[src/rtl/mpmo_pkg.sv]
// constants and types shared by the metering pulse and monitor output block
package mpmo_pkg;

	// ==========================================================
	// register map (byte addresses)
	localparam logic [7:0] REG_CTRL = 8'h00;
	localparam logic [7:0] REG_MON_ADDR0 = 8'h04;
	localparam logic [7:0] REG_MON_ADDR1 = 8'h08;
	localparam logic [7:0] REG_MON_ADDR2 = 8'h0C;
	localparam logic [7:0] REG_MON_ADDR3 = 8'h10;
	localparam logic [7:0] REG_IRQ_STATUS = 8'h14;
	localparam logic [7:0] REG_IRQ_CLEAR = 8'h18;
	localparam logic [7:0] REG_IRQ_ENABLE = 8'h1C;
	localparam logic [7:0] REG_PULSE_STATE = 8'h20;

	// ==========================================================
	// control register fields and reset values
	localparam int CTRL_MON_EN_BIT = 0;
	localparam int CTRL_INV_BIT = 1;
	localparam int CTRL_FORMULA_LSB = 2;
	localparam logic RST_MON_EN = 1'h0;
	localparam logic RST_INV = 1'h0;

	// ==========================================================
	// meter formula codes
	localparam logic [2:0] FORMULA_2E_3W_DELTA = 3'h2;
	localparam logic [2:0] FORMULA_2E_4W_DELTA = 3'h3;
	localparam logic [2:0] FORMULA_2E_4W_WYE = 3'h4;
	localparam logic [2:0] FORMULA_3E_4W_WYE = 3'h5;
	localparam logic [2:0] RST_FORMULA = FORMULA_3E_4W_WYE;

	// ==========================================================
	// live word monitor
	localparam int MON_WORDS = 4;
	localparam int MON_DATA_BITS = 32;
	localparam int RAM_AW = 12;
	localparam logic [5:0] MON_BITS_PER_WORD = 6'h23;
	localparam logic [5:0] MON_LAST_BIT = 6'h22;
	localparam logic [2:0] MON_FETCH_LAST = 3'h5;
	localparam logic [2:0] MON_FETCH_CAP = 3'h2;
	localparam logic [2:0] MON_FETCH_ISSUES = 3'h4;
	localparam int ENGINE_CLK_PERIOD_NS = 203;

	// ==========================================================
	// pulse generators and sign-bit fifo
	localparam int PULSE_REACTIVE = 0;
	localparam int PULSE_REAL = 1;
	localparam int PULSE_THIRD = 2;
	localparam int PULSE_FOURTH = 3;
	localparam int IRQ_OVERFLOW = 4;
	localparam int IRQ_W = 5;
	localparam int SIGN_FIFO_BITS = 8;
	localparam int SIGN_ENTRY_BITS = 2;
	localparam int SIGN_FIFO_DEPTH = SIGN_FIFO_BITS / SIGN_ENTRY_BITS;
	localparam int REF_CLK_PERIOD_NS = 8;
	localparam int SIGN_SLOT_NS = 1000;
	localparam int SIGN_SLOT_CYCLES_I = SIGN_SLOT_NS / REF_CLK_PERIOD_NS;
	localparam logic [7:0] SIGN_SLOT_LAST = 8'(SIGN_SLOT_CYCLES_I - 1);

	typedef enum logic [1:0] {
		MON_IDLE,
		MON_FETCH,
		MON_SHIFT
	} mpmo_mon_state_e;

endpackage

[src/rtl/mpmo_fifo_if.sv]
// signals between the pulse logic and the sign-bit fifo
`timescale 1ns/1ps
interface mpmo_fifo_if;
	logic push;
	logic [1:0] push_data;
	logic full;
	logic pop;
	logic [1:0] pop_data;
	logic pop_valid;
	logic empty;
	logic [2:0] level;

	modport store (
		input push, push_data, pop,
		output full, pop_data, pop_valid, empty, level
	);
	modport user (
		output push, push_data, pop,
		input full, pop_data, pop_valid, empty, level
	);
endinterface

[src/rtl/mpmo_sign_fifo.sv]
// eight-bit fifo of real/reactive sign pairs with registered read data
`timescale 1ns/1ps
module mpmo_sign_fifo
	import mpmo_pkg::*;
(
	// clock and reset
	input wire logic ref_clk,
	input wire logic srst,
	// fifo ports
	mpmo_fifo_if.store f
);
	logic [1:0] mem [SIGN_FIFO_DEPTH];
	logic [1:0] wp;
	logic [1:0] rp;
	logic [2:0] count;
	logic do_push;
	logic do_pop;

	assign do_push = f.push && !f.full;
	assign do_pop = f.pop && !f.empty;
	assign f.full = (count == 3'(SIGN_FIFO_DEPTH));
	assign f.empty = (count == 3'h0);
	assign f.level = count;

	// ==========================================================
	// storage
	always_ff @(posedge ref_clk) begin
		if (do_push) begin
			mem[wp] <= f.push_data;
		end
	end

	always_ff @(posedge ref_clk) begin
		if (srst) begin
			wp <= 2'h0;
			rp <= 2'h0;
			count <= 3'h0;
		end else begin
			if (do_push) begin
				wp <= wp + 2'h1;
			end
			if (do_pop) begin
				rp <= rp + 2'h1;
			end
			count <= 3'(count + {2'h0, do_push} - {2'h0, do_pop});
		end
	end

	// ==========================================================
	// registered read port
	always_ff @(posedge ref_clk) begin
		if (srst) begin
			f.pop_data <= 2'h0;
			f.pop_valid <= 1'h0;
		end else begin
			f.pop_valid <= do_pop;
			if (do_pop) begin
				f.pop_data <= mem[rp];
			end
		end
	end

	overflow_hold_a: assert property (@(posedge ref_clk) disable iff (srst)
		(f.push && f.full && !f.pop) |=> (count == $past(count)))
		else $error("fifo level changed on push into full fifo");

endmodule // mpmo_sign_fifo

[src/rtl/mpmo_top.sv]
// live word monitor, formula select, four pulse outputs and interrupt
//
// Local design decisions: strobed register access and the register addresses.
`timescale 1ns/1ps
module mpmo_top
	import mpmo_pkg::*;
(
	// clock and reset
	input wire logic ref_clk,
	input wire logic srst,
	// register port
	input wire logic [7:0] reg_addr,
	input wire logic [31:0] reg_wdata,
	input wire logic reg_wr,
	input wire logic reg_rd,
	output logic [31:0] reg_rdata,
	// compute engine side
	input wire logic pass_start,
	input wire logic sign_valid,
	input wire logic sign_real,
	input wire logic sign_reactive,
	input wire logic third_pulse_req,
	input wire logic fourth_pulse_req,
	output logic [2:0] meter_formula_select,
	// shared data ram read port, data valid the cycle after the strobe
	output logic ram_rd,
	output logic [RAM_AW-1:0] ram_addr,
	input wire logic [31:0] ram_rdata,
	// test equipment
	input wire logic engine_clock,
	output logic test_output_pin,
	output logic test_clock,
	// pulse pins
	output logic real_energy_output,
	output logic reactive_energy_output,
	output logic multipurpose_pin_six,
	output logic multipurpose_pin_seven,
	// interrupt
	output logic irq
);
	function automatic logic mon_bit(input logic [31:0] w, input logic [5:0] cnt);
		logic b;
		b = 1'h0;
		if (cnt == 6'h00) begin
			b = 1'h1;
		end else if (cnt <= 6'(MON_DATA_BITS)) begin
			b = w[5'(6'(MON_DATA_BITS) - cnt)];
		end
		return b;
	endfunction

	logic monitor_enable;
	logic pulse_polarity_invert;
	logic [RAM_AW-1:0] mon_addr [MON_WORDS];
	logic [IRQ_W-1:0] irq_status;
	logic [IRQ_W-1:0] irq_enable;
	logic [IRQ_W-1:0] irq_event;
	logic [3:0] pulse_act;
	logic [3:0] pulse_act_q;
	logic ck_s1;
	logic ck_s2;
	logic ck_s3;
	logic ck_rise;
	mpmo_mon_state_e mon_state;
	logic [2:0] fetch_cnt;
	logic [31:0] mon_word [MON_WORDS];
	logic [1:0] word_idx;
	logic [5:0] bit_cnt;
	logic [7:0] slot_cnt;
	logic slot_tick;
	logic fifo_overflow;
	logic [2:0] next_formula;
	logic [31:0] next_rdata;

	mpmo_fifo_if fif ();

	mpmo_sign_fifo u_fifo (
		.ref_clk(ref_clk),
		.srst(srst),
		.f(fif)
	);

	// ==========================================================
	// register writes
	assign next_formula = reg_wdata[CTRL_FORMULA_LSB +: 3];

	always_ff @(posedge ref_clk) begin
		if (srst) begin
			monitor_enable <= RST_MON_EN;
			pulse_polarity_invert <= RST_INV;
			meter_formula_select <= RST_FORMULA;
		end else if (reg_wr && reg_addr == REG_CTRL) begin
			monitor_enable <= reg_wdata[CTRL_MON_EN_BIT];
			pulse_polarity_invert <= reg_wdata[CTRL_INV_BIT];
			if (next_formula >= FORMULA_2E_3W_DELTA && next_formula <= FORMULA_3E_4W_WYE) begin
				meter_formula_select <= next_formula;
			end
		end
	end

	always_ff @(posedge ref_clk) begin
		if (srst) begin
			for (int i = 0; i < MON_WORDS; i++) begin
				mon_addr[i] <= '0;
			end
		end else if (reg_wr) begin
			for (int i = 0; i < MON_WORDS; i++) begin
				if (reg_addr == 8'(REG_MON_ADDR0 + 8'(4 * i))) begin
					mon_addr[i] <= reg_wdata[RAM_AW-1:0];
				end
			end
		end
	end

	// ==========================================================
	// register reads
	always_comb begin
		next_rdata = 32'h0;
		case (reg_addr)
			REG_CTRL: next_rdata = {27'h0, meter_formula_select, pulse_polarity_invert,
				monitor_enable};
			REG_MON_ADDR0: next_rdata = {20'h0, mon_addr[0]};
			REG_MON_ADDR1: next_rdata = {20'h0, mon_addr[1]};
			REG_MON_ADDR2: next_rdata = {20'h0, mon_addr[2]};
			REG_MON_ADDR3: next_rdata = {20'h0, mon_addr[3]};
			REG_IRQ_STATUS: next_rdata = {27'h0, irq_status};
			REG_IRQ_ENABLE: next_rdata = {27'h0, irq_enable};
			REG_PULSE_STATE: next_rdata = {20'h0, mon_state != MON_IDLE, fif.level,
				multipurpose_pin_seven, multipurpose_pin_six, real_energy_output,
				reactive_energy_output, pulse_act};
			default: next_rdata = 32'h0;
		endcase
	end

	always_ff @(posedge ref_clk) begin
		if (srst) begin
			reg_rdata <= 32'h0;
		end else begin
			reg_rdata <= reg_rd ? next_rdata : 32'h0;
		end
	end

	// ==========================================================
	// engine clock synchroniser and edge finder
	always_ff @(posedge ref_clk) begin
		if (srst) begin
			ck_s1 <= 1'h0;
			ck_s2 <= 1'h0;
			ck_s3 <= 1'h0;
		end else begin
			ck_s1 <= engine_clock;
			ck_s2 <= ck_s1;
			ck_s3 <= ck_s2;
		end
	end
	assign ck_rise = ck_s2 && !ck_s3;

	// ==========================================================
	// live word monitor
	always_ff @(posedge ref_clk) begin
		if (srst) begin
			mon_state <= MON_IDLE;
			fetch_cnt <= 3'h0;
			word_idx <= 2'h0;
			bit_cnt <= 6'h0;
		end else if (!monitor_enable) begin
			mon_state <= MON_IDLE;
		end else begin
			case (mon_state)
				MON_IDLE: begin
					fetch_cnt <= 3'h0;
					word_idx <= 2'h0;
					bit_cnt <= 6'h0;
					if (pass_start) begin
						mon_state <= MON_FETCH;
					end
				end
				MON_FETCH: begin
					fetch_cnt <= fetch_cnt + 3'h1;
					if (fetch_cnt == MON_FETCH_LAST) begin
						mon_state <= MON_SHIFT;
					end
				end
				MON_SHIFT: begin
					if (ck_rise) begin
						if (bit_cnt == MON_LAST_BIT) begin
							bit_cnt <= 6'h0;
							word_idx <= word_idx + 2'h1;
							if (word_idx == 2'(MON_WORDS - 1)) begin
								mon_state <= MON_IDLE;
							end
						end else begin
							bit_cnt <= bit_cnt + 6'h1;
						end
					end
				end
				default: mon_state <= MON_IDLE;
			endcase
		end
	end

	always_ff @(posedge ref_clk) begin
		if (srst) begin
			ram_rd <= 1'h0;
			ram_addr <= '0;
		end else begin
			ram_rd <= (mon_state == MON_FETCH) && (fetch_cnt < MON_FETCH_ISSUES);
			ram_addr <= mon_addr[fetch_cnt[1:0]];
		end
	end

	always_ff @(posedge ref_clk) begin
		if (mon_state == MON_FETCH && fetch_cnt >= MON_FETCH_CAP) begin
			mon_word[2'(fetch_cnt - MON_FETCH_CAP)] <= ram_rdata;
		end
	end

	always_ff @(posedge ref_clk) begin
		if (srst) begin
			test_output_pin <= 1'h0;
			test_clock <= 1'h0;
		end else if (!monitor_enable || mon_state != MON_SHIFT) begin
			test_output_pin <= 1'h0;
			test_clock <= 1'h0;
		end else begin
			// only a detected rise opens a test clock pulse, so no stray fall before the flag
			test_clock <= ck_s2 && (test_clock || ck_rise);
			if (ck_rise) begin
				test_output_pin <= mon_bit(mon_word[word_idx], bit_cnt);
			end
		end
	end

	mon_stop_a: assert property (@(posedge ref_clk) disable iff (srst)
		!monitor_enable |=> (mon_state == MON_IDLE) ##1 !test_output_pin)
		else $error("monitor still active after enable cleared");
	mon_start_a: assert property (@(posedge ref_clk) disable iff (srst)
		(monitor_enable && pass_start && mon_state == MON_IDLE) |=> (mon_state == MON_FETCH)
			##6 (mon_state == MON_SHIFT) || !monitor_enable)
		else $error("monitor did not start on pass");
	flag_bit_a: assert property (@(posedge ref_clk) disable iff (srst)
		(monitor_enable && mon_state == MON_SHIFT && ck_rise && bit_cnt == 6'h00)
			|=> test_output_pin)
		else $error("monitor word lacks leading flag");
	word_len_a: assert property (@(posedge ref_clk) disable iff (srst)
		bit_cnt < MON_BITS_PER_WORD)
		else $error("monitor bit count passed word length");

	// ==========================================================
	// pulse generators
	assign slot_tick = (slot_cnt == SIGN_SLOT_LAST);
	assign fif.push = sign_valid;
	assign fif.push_data = {sign_real, sign_reactive};
	assign fif.pop = slot_tick;
	assign fifo_overflow = sign_valid && fif.full;

	always_ff @(posedge ref_clk) begin
		if (srst || slot_tick) begin
			slot_cnt <= 8'h0;
		end else begin
			slot_cnt <= slot_cnt + 8'h1;
		end
	end

	always_ff @(posedge ref_clk) begin
		if (srst) begin
			pulse_act <= 4'h0;
		end else begin
			if (pass_start) begin
				pulse_act[PULSE_THIRD] <= third_pulse_req;
				pulse_act[PULSE_FOURTH] <= fourth_pulse_req;
			end
			if (fif.pop_valid) begin
				pulse_act[PULSE_REAL] <= fif.pop_data[1];
				pulse_act[PULSE_REACTIVE] <= fif.pop_data[0];
			end else if (slot_tick && fif.empty) begin
				pulse_act[PULSE_REAL] <= 1'h0;
				pulse_act[PULSE_REACTIVE] <= 1'h0;
			end
		end
	end

	always_ff @(posedge ref_clk) begin
		if (srst) begin
			reactive_energy_output <= !RST_INV;
			real_energy_output <= !RST_INV;
			multipurpose_pin_six <= !RST_INV;
			multipurpose_pin_seven <= !RST_INV;
		end else begin
			reactive_energy_output <= !(pulse_act[PULSE_REACTIVE] ^ pulse_polarity_invert);
			real_energy_output <= !(pulse_act[PULSE_REAL] ^ pulse_polarity_invert);
			multipurpose_pin_six <= !(pulse_act[PULSE_THIRD] ^ pulse_polarity_invert);
			multipurpose_pin_seven <= !(pulse_act[PULSE_FOURTH] ^ pulse_polarity_invert);
		end
	end

	xy_once_a: assert property (@(posedge ref_clk) disable iff (srst)
		!pass_start |=> $stable(pulse_act[PULSE_FOURTH:PULSE_THIRD]))
		else $error("third or fourth pulse changed outside pass start");
	polarity_a: assert property (@(posedge ref_clk) disable iff (srst)
		##1 (multipurpose_pin_six == ($past(pulse_polarity_invert) ? $past(pulse_act[PULSE_THIRD])
			: !$past(pulse_act[PULSE_THIRD]))))
		else $error("pulse pin polarity wrong");
	empty_idle_a: assert property (@(posedge ref_clk) disable iff (srst)
		(slot_tick && fif.empty) |=> !pulse_act[PULSE_REAL] && !pulse_act[PULSE_REACTIVE])
		else $error("pulse active with empty sign fifo");
	formula_range_a: assert property (@(posedge ref_clk) disable iff (srst)
		meter_formula_select >= FORMULA_2E_3W_DELTA && meter_formula_select <= FORMULA_3E_4W_WYE)
		else $error("formula select holds undefined code");

	// ==========================================================
	// interrupt status, enable and clear
	always_ff @(posedge ref_clk) begin
		if (srst) begin
			pulse_act_q <= 4'h0;
		end else begin
			pulse_act_q <= pulse_act;
		end
	end
	assign irq_event = {fifo_overflow, pulse_act & ~pulse_act_q};

	always_ff @(posedge ref_clk) begin
		if (srst) begin
			irq_status <= '0;
		end else if (reg_wr && reg_addr == REG_IRQ_CLEAR) begin
			irq_status <= (irq_status & ~reg_wdata[IRQ_W-1:0]) | irq_event;
		end else begin
			irq_status <= irq_status | irq_event;
		end
	end

	always_ff @(posedge ref_clk) begin
		if (srst) begin
			irq_enable <= '0;
			irq <= 1'h0;
		end else begin
			if (reg_wr && reg_addr == REG_IRQ_ENABLE) begin
				irq_enable <= reg_wdata[IRQ_W-1:0];
			end
			irq <= |(irq_status & irq_enable);
		end
	end

	irq_raise_a: assert property (@(posedge ref_clk) disable iff (srst)
		(|(irq_event[3:0] & irq_enable[3:0]) && !(reg_wr && reg_addr == REG_IRQ_ENABLE))
			|=> ##1 irq)
		else $error("enabled pulse event did not raise interrupt");

endmodule // mpmo_top

[config.mk]
export PLATFORM = sky130hd
export DESIGN_NAME = mpmo_top
export DESIGN_NICKNAME = d
export VERILOG_FILES = /design/src/rtl/mpmo_pkg.sv /design/src/rtl/mpmo_fifo_if.sv /design/src/rtl/mpmo_sign_fifo.sv /design/src/rtl/mpmo_top.sv
export SDC_FILE = /design/constraint.sdc
export NUM_CORES = 1
export LEC_CHECK = 0
export BUFFER_PORTS_ARGS = -buffer_cell sky130_fd_sc_hd__buf_2
export CORE_UTILIZATION = 60
export CTS_BUF_LIST = sky130_fd_sc_hd__clkbuf_2 sky130_fd_sc_hd__clkbuf_4 sky130_fd_sc_hd__clkbuf_8
export DETAILED_ROUTE_END_ITERATION = 12
export GPL_ROUTABILITY_DRIVEN = 0
export PLACE_DENSITY = 0.87
export REMOVE_ABC_BUFFERS = 1
export SYNTH_ARGS = -nofsm -noshare
export SYNTH_HDL_FRONTEND = slang
export SYNTH_SLANG_ARGS = --single-unit
export TNS_END_PERCENT = 50
[constraint.sdc]
create_clock -name ref_clk -period 2.8 [get_ports ref_clk]
set_input_delay 0.42 -clock ref_clk [delete_from_list [all_inputs] [get_ports ref_clk]]
set_output_delay 0.42 -clock ref_clk [all_outputs]
set_load 0.02 [all_outputs]
After elaboration in Yosys (flattened, before gate mapping)
Memory sizes are Yosys's and may differ from the RTL's. A register that Yosys moved wholly into a read port is not among the register bits.
Index checks and enable logic that the tools add are counted.
{"block": "totals", "memories": 3, "reg_bits": 95, "latch_bits": 0, "input_bits": 83, "ramBits": 184, "wordCells": 175, "out_inout_bits": 55, "mem_bits_ro": 0}
{"name": "mon_word", "words": 4, "word_bits": 32, "rd": 1, "rd_clocked_by_memory_dff": 1, "write_ports": 1, "line": "mpmo_top.sv:66", "source": "logic [31:0] mon_word [MON_WORDS];"}
{"name": "mon_addr", "words": 4, "word_bits": 12, "rd": 5, "rd_clocked_by_memory_dff": 1, "write_ports": 4, "line": "mpmo_top.sv:54", "source": "logic [RAM_AW-1:0] mon_addr [MON_WORDS];"}
{"name": "u_fifo.mem", "words": 4, "word_bits": 2, "rd": 1, "rd_clocked_by_memory_dff": 1, "write_ports": 1, "line": "mpmo_sign_fifo.sv:12", "source": "logic [1:0] mem [SIGN_FIFO_DEPTH];"}
{"block": "classes", "bitwise_logic": 17, "add_sub_neg": 10, "n_reduce_logical": 40, "n_mul": 0, "n_shift": 0, "n_lt_le_gt_ge": 6, "eq_ne": 21, "mux": 49, "div": 0}
{"operator": "$pmux W12 S8", "n": 1}
{"operator": "$mux W12", "n": 4}
{"operator": "$eq A8 B5 Y1 const B", "n": 4}
{"operator": "$mux W1", "n": 25}
{"operator": "$mux W2", "n": 11}
{"operator": "$eq A8 B4 Y1 const B", "n": 2}
{"operator": "$logic_and A1 B1 Y1", "n": 12}
{"operator": "$mux W6", "n": 2}
{"operator": "$ne A2 B2 Y1 const B", "n": 6}
{"operator": "$pmux W6 S2", "n": 1}
{"operator": "$and A5 B5 Y5", "n": 2}
{"operator": "$or A5 B5 Y5", "n": 2}
{"operator": "$add A8 B1 Y8 const B", "n": 1}
{"operator": "$eq A8 B3 Y1 const B", "n": 1}
{"operator": "$eq A8 B6 Y1 const B", "n": 1}
{"operator": "$eq A8 B7 Y1 const B", "n": 1}
{"operator": "$logic_not A1 Y1", "n": 8}
{"operator": "$logic_not A8 Y1", "n": 1}
{"operator": "$reduce_bool A2 Y1", "n": 4}
{"operator": "$add A2 B1 Y2 const B", "n": 3}
{"operator": "$add A6 B1 Y6 const B", "n": 1}
{"operator": "$eq A3 B3 Y1 const B", "n": 2}
{"operator": "$eq A6 B6 Y1 const B", "n": 1}
{"operator": "$ge A3 B2 Y1 const B", "n": 2}
{"operator": "other kinds (32)", "n": 45}

Logic depth before layout (Yosys ltp)
{"block": "depth", "ltp_word": 6, "depth_mapped": 12, "ltp_nobuf": 11}

Modules after synthesis
Synthesis repeated with hierarchy kept, for this count alone.
{"block": "hier_totals", "hier_cells": 881, "area_unflattened_um2": 11757.5}
{"mod": "mpmo_top", "cells_per_inst": 814, "instances": 1, "area_per_inst_um2": 10911.7, "seq_area_each_um2": 6906.6}
{"mod": "mpmo_sign_fifo", "cells_per_inst": 67, "instances": 1, "area_per_inst_um2": 845.8, "seq_area_each_um2": 440.4}

Worst setup path after synthesis
OpenSTA, ideal clock, no wires.
{"block": "synth_timing", "kind": "register to register", "from": "register slot_cnt[0]", "to": "register u_fifo.count[2] (netlist: u_fifo.f.level[2])", "synth_period_minus_slack_ns": 2.433, "path_slack_ns": 0.367, "path_stages_with_launch": 13, "required_time_ns": 2.672, "n_path_buf": 1, "t_arrival_ns": 2.305, "setup_ns": 0.128, "cell_sequence": "dfxtp_1 inv_1 ha_1 and4b_1 nor2b_1 clkbuf_1 ha_1 inv_1 ha_1 fa_1 xnor2_1 xnor2_1 nor2_1"}
{"block": "synth_via", "elab_chain_cells": 3}
{"element": "start, declared", "line": "mpmo_top.sv:69", "source": "logic [7:0] slot_cnt;"}
{"element": "start signal, assigned", "line": "mpmo_top.sv:261", "source": "slot_cnt <= slot_cnt + 8'h1;"}
{"element": "$eq A8 B7 Y1", "line": "mpmo_top.sv:251", "source": "assign slot_tick = (slot_cnt == SIGN_SLOT_LAST);"}
{"element": "$logic_and A1 B1 Y1", "line": "mpmo_sign_fifo.sv:20", "source": "assign do_pop = f.pop && !f.empty;"}
{"element": "via u_fifo.do_pop", "line": "mpmo_sign_fifo.sv:17", "source": "logic do_pop;"}
{"element": "$sub A3 B1 Y3", "line": "mpmo_sign_fifo.sv:45", "source": "count <= 3'(count + {2'h0, do_push} - {2'h0, do_pop});"}
{"element": "end signal, assigned", "line": "mpmo_sign_fifo.sv:45"}
{"element": "end, declared", "line": "mpmo_sign_fifo.sv:15", "source": "logic [2:0] count;"}
The timed path passes the listed nets, and every way through them passes these cells.
A chain may end at the register's enable or synchronous reset.

Worst setup path in the final report
{"block": "layout_timing", "from": "register slot_cnt[0]", "to": "register u_fifo.count[2] (netlist: u_fifo.f.level[2])"}
{"block": "layout_via", "elab_chain_cells": 3}
{"element": "$eq A8 B7 Y1", "line": "mpmo_top.sv:251"}
{"element": "$logic_and A1 B1 Y1", "line": "mpmo_sign_fifo.sv:20"}
{"element": "$sub A3 B1 Y3", "line": "mpmo_sign_fifo.sv:45"}
No other way between the ends.

==> metrics <==
Mapped Cells about 830; total power draw 8221 µW; r2r endpoint u_fifo.f.level[2]; Chip Height 140.6 µm; Crit Path Category flip-flop to flip-flop; CTS tree done; worst vdd ir about 0.35 mV; crit path from slot_cnt[0]; total I/O pin count 138; vias per cell a little under 6; minimum clock period 2.402 ns; relative slew slack a little over half; FF-to-FF path depth 11; worst hold path class input pin to flip-flop; worst setup path endpoint u_fifo.f.level[2]; synth-to-layout area growth 14.57%; GRT overflow 0; Slew Viols, Final 0; largest net degree at the start of global routing 33; Filler Cell Count around 1.2k; synth warn 0; CTS Sinks 275; htree depth 2; Cell Area, Synth between 10000 and 15000 µm²; chip width 140.6 µm; most common cell after layout, fill and taps aside edfxtp_1; crit path cell chain inv_1 > ha_1 > and4b_1 > nor2b_1 > ha_1 > inv_1 > ha_1 > fa_1 > xnor2_1 > xnor2_1 > nor2_1; Top Family by Delay on Critical Path adder cells; final WL 24780 µm; Starting Density between 60% and 70%; register bit total from synthesis 275; Final ANT Viol Nets 0; reg2reg start slot_cnt[0]; Cell Rows 50; gr usage total 25.52%; Worst Max-Slew Pin Slew 0.7055 ns; Post-synth EDFFs ~180; PortBufs 97; Max-cap violations 0; setup bufs post-CTS 0; post-synthesis sequential area ratio 63.72%; core area between 15000 and 20000 µm²; antenna violations before repair 2; worst path required time roughly 3.2 ns; met1 wire length 9505 µm; final setup violating endpoints 0; WL met2 12420 µm; share of layout cells above drive strength 1 26.49%; Final Skew 0.01898 ns; Synth area leader edfxtp_1; final hold vios 0; reg2reg setup slack between 0.3 and 0.4 ns; crit-path most repeated cell ha_1; most frequent cells in the layout edfxtp_1 (184), buf_2 (97), dfxtp_1 (90); CP arrival about 2.8 ns; stages on the worst setup path 11; post-synth top area share 47.92%; number of global-route vias before repair around 7.4k; fmax 0.4163 GHz; part of the cycle the worst path needs 85.79%; top layer in use met4; CTS Hold Bufs 0; CP max-delay cell dfxtp_1; DRT Pass-1 Iters 6; power per cell area 622.3 nW/µm²; Clock Path Buffers 3; number of distinct library cells after synthesis between 60 and 70; Vias 7269; worst path bufs/invs 2; outcome finished clean; Die ar. 19780 µm²; CTS root buf clkbuf_8; global-route wire length before repair 38160 µm; met3 wire len 1991 µm; critical-path maximum fanout 6; worst skew pair latency between 0.5 and 0.6 ns; crit path capture type flip-flop; synth top area cells edfxtp_1 (48%), dfxtp_1 (16%), mux4_2 (8.8%), and2_1 (3.1%), nor2b_1 (2.0%); PostCTS Resize Cnt 0; Leak 0.004769 µW; CTS Buf Count 42; clock slew at reported path FFs 0.06 ns; DR iter-0 viols about 740; RSZ-0062 raised after global routing no; HPWL Detailed approximately 16000 µm; main flop type after synthesis edfxtp_1; fraction of registers with async set/reset 0%; DRC violations left 0; setup_tns 0 ns; CP Launch Type flip-flop; Final Cell Area between 10000 and 15000 µm²; # nets final 1060; Avg Cell Area, Syn ~14 µm²; Area after DPL 12330 µm²; DR WL/cell between 20 and 25 µm; CP peak stage delay roughly 0.41 ns
## state kept, by name, summed over array words and instances (netlist names), 4 cells and up, named ones only
signal,count
mon_word,128
irq_status,5
irq_enable,5
bit_cnt,6
u_fifo.mem,8
pulse_act_q,4
ram_addr,12
mon_addr,48
reg_rdata,12
pulse_act,4
slot_cnt,8
## layout make-up
| type | count | area [µm²] | area share (%) |
|---|---|---|---|
| multi-input combinational | 491 | 3837 | 29.05 |
| clock inverter | 10 | 68.82 | 0.5209 |
| tap | 234 | 292.8 | 2.216 |
| antenna | 2 | 5.005 | 0.03789 |
| sequential | 275 | 7348 | 55.63 |
| inverter | 16 | 60.06 | 0.4546 |
| clock buffer | 67 | 809.5 | 6.128 |
| timing repair buffer | 134 | 788.3 | 5.967 |
## worst min path at each step
stage / cells past startpoint / end / slack (ns) / startpoint
2_1_floorplan: 1 / ck_s2 / 0.41 / ck_s1
3_3_place_gp: 1 / ck_s2 / 0.43 / ck_s1
3_5_place_dp: 1 / ck_s2 / 0.44 / ck_s1
4_1_cts: 1 / u_fifo.mem[2][1] / 0.07 / sign_real
5_1_grt: 1 / mon_word[0][29] / 0.08 / ram_rdata[29]
6_report: 1 / u_fifo.mem[0][1] / 0.09 / sign_real
## cells in the mapped netlist (5+ instances only)
cell type / number
nor2b_1: 36
dfxtp_1: 91
xor2_1: 15
a31oi_1: 16
buf_4: 20
clkbuf_1: 28
mux2i_1: 11
nand2b_1: 10
xnor2_1: 9
mux4_2: 45
a21o_1: 5
a222oi_1: 7
buf_2: 9
nor2_1: 49
edfxtp_1: 184
a21oi_1: 30
nor3_1: 11
nand3_1: 24
ha_1: 16
o21ai_0: 7
and2_1: 57
a22oi_1: 18
nand2_1: 46
inv_1: 16
## through the flow
| stage | utilization [%] | instances | setup slack (ns) | hold slack [ns] |
|---|---|---|---|---|
| 2_1_floorplan | - | 782 | -0.06631 | 0.4138 |
| 3_3_place_gp | 65.68 | 1150 | 0.4281 | 0.4260 |
| 3_5_place_dp | 65.68 | 1150 | 0.3734 | 0.4448 |
| 4_1_cts | 70.36 | 1227 | 0.3669 | 0.07497 |
| 5_1_grt | 70.39 | 1229 | 0.2473 | 0.08313 |
| 6_report | 70.39 | 1229 | 0.3979 | 0.09366 |
## where the power goes
part           switching (µW)  internal, µW  total (µW)
logic                     209           138         347
registers                66.0          4410        4480
clock network            1470          1920        3390
## layer usage
metal / track usage, % / vias to the layer above
met2: 42.29 / 382
met4: 12.99 / 0
li1: - / 3323
met5: 0 / -
met1: 31.90 / 3488
met3: 5.605 / 76
## cells by family (layout without fill, tap and decap cells)
group                    after synthesis  after routing  share of synthesized area [%]
flip-flops                           275            275                          63.72
AND/OR/NAND/NOR                      266            266                          12.64
AO/OA/AOI/OAI                        103            103                          6.034
buffers and inverters                 80            227                          3.614
multiplexers                          60             60                          10.14
XOR/XNOR                              24             24                          1.823
adder cells (fa/ha/maj)               18             18                          1.997
other                                  1             22                        0.03252
(Power assumes the default switching activity.)
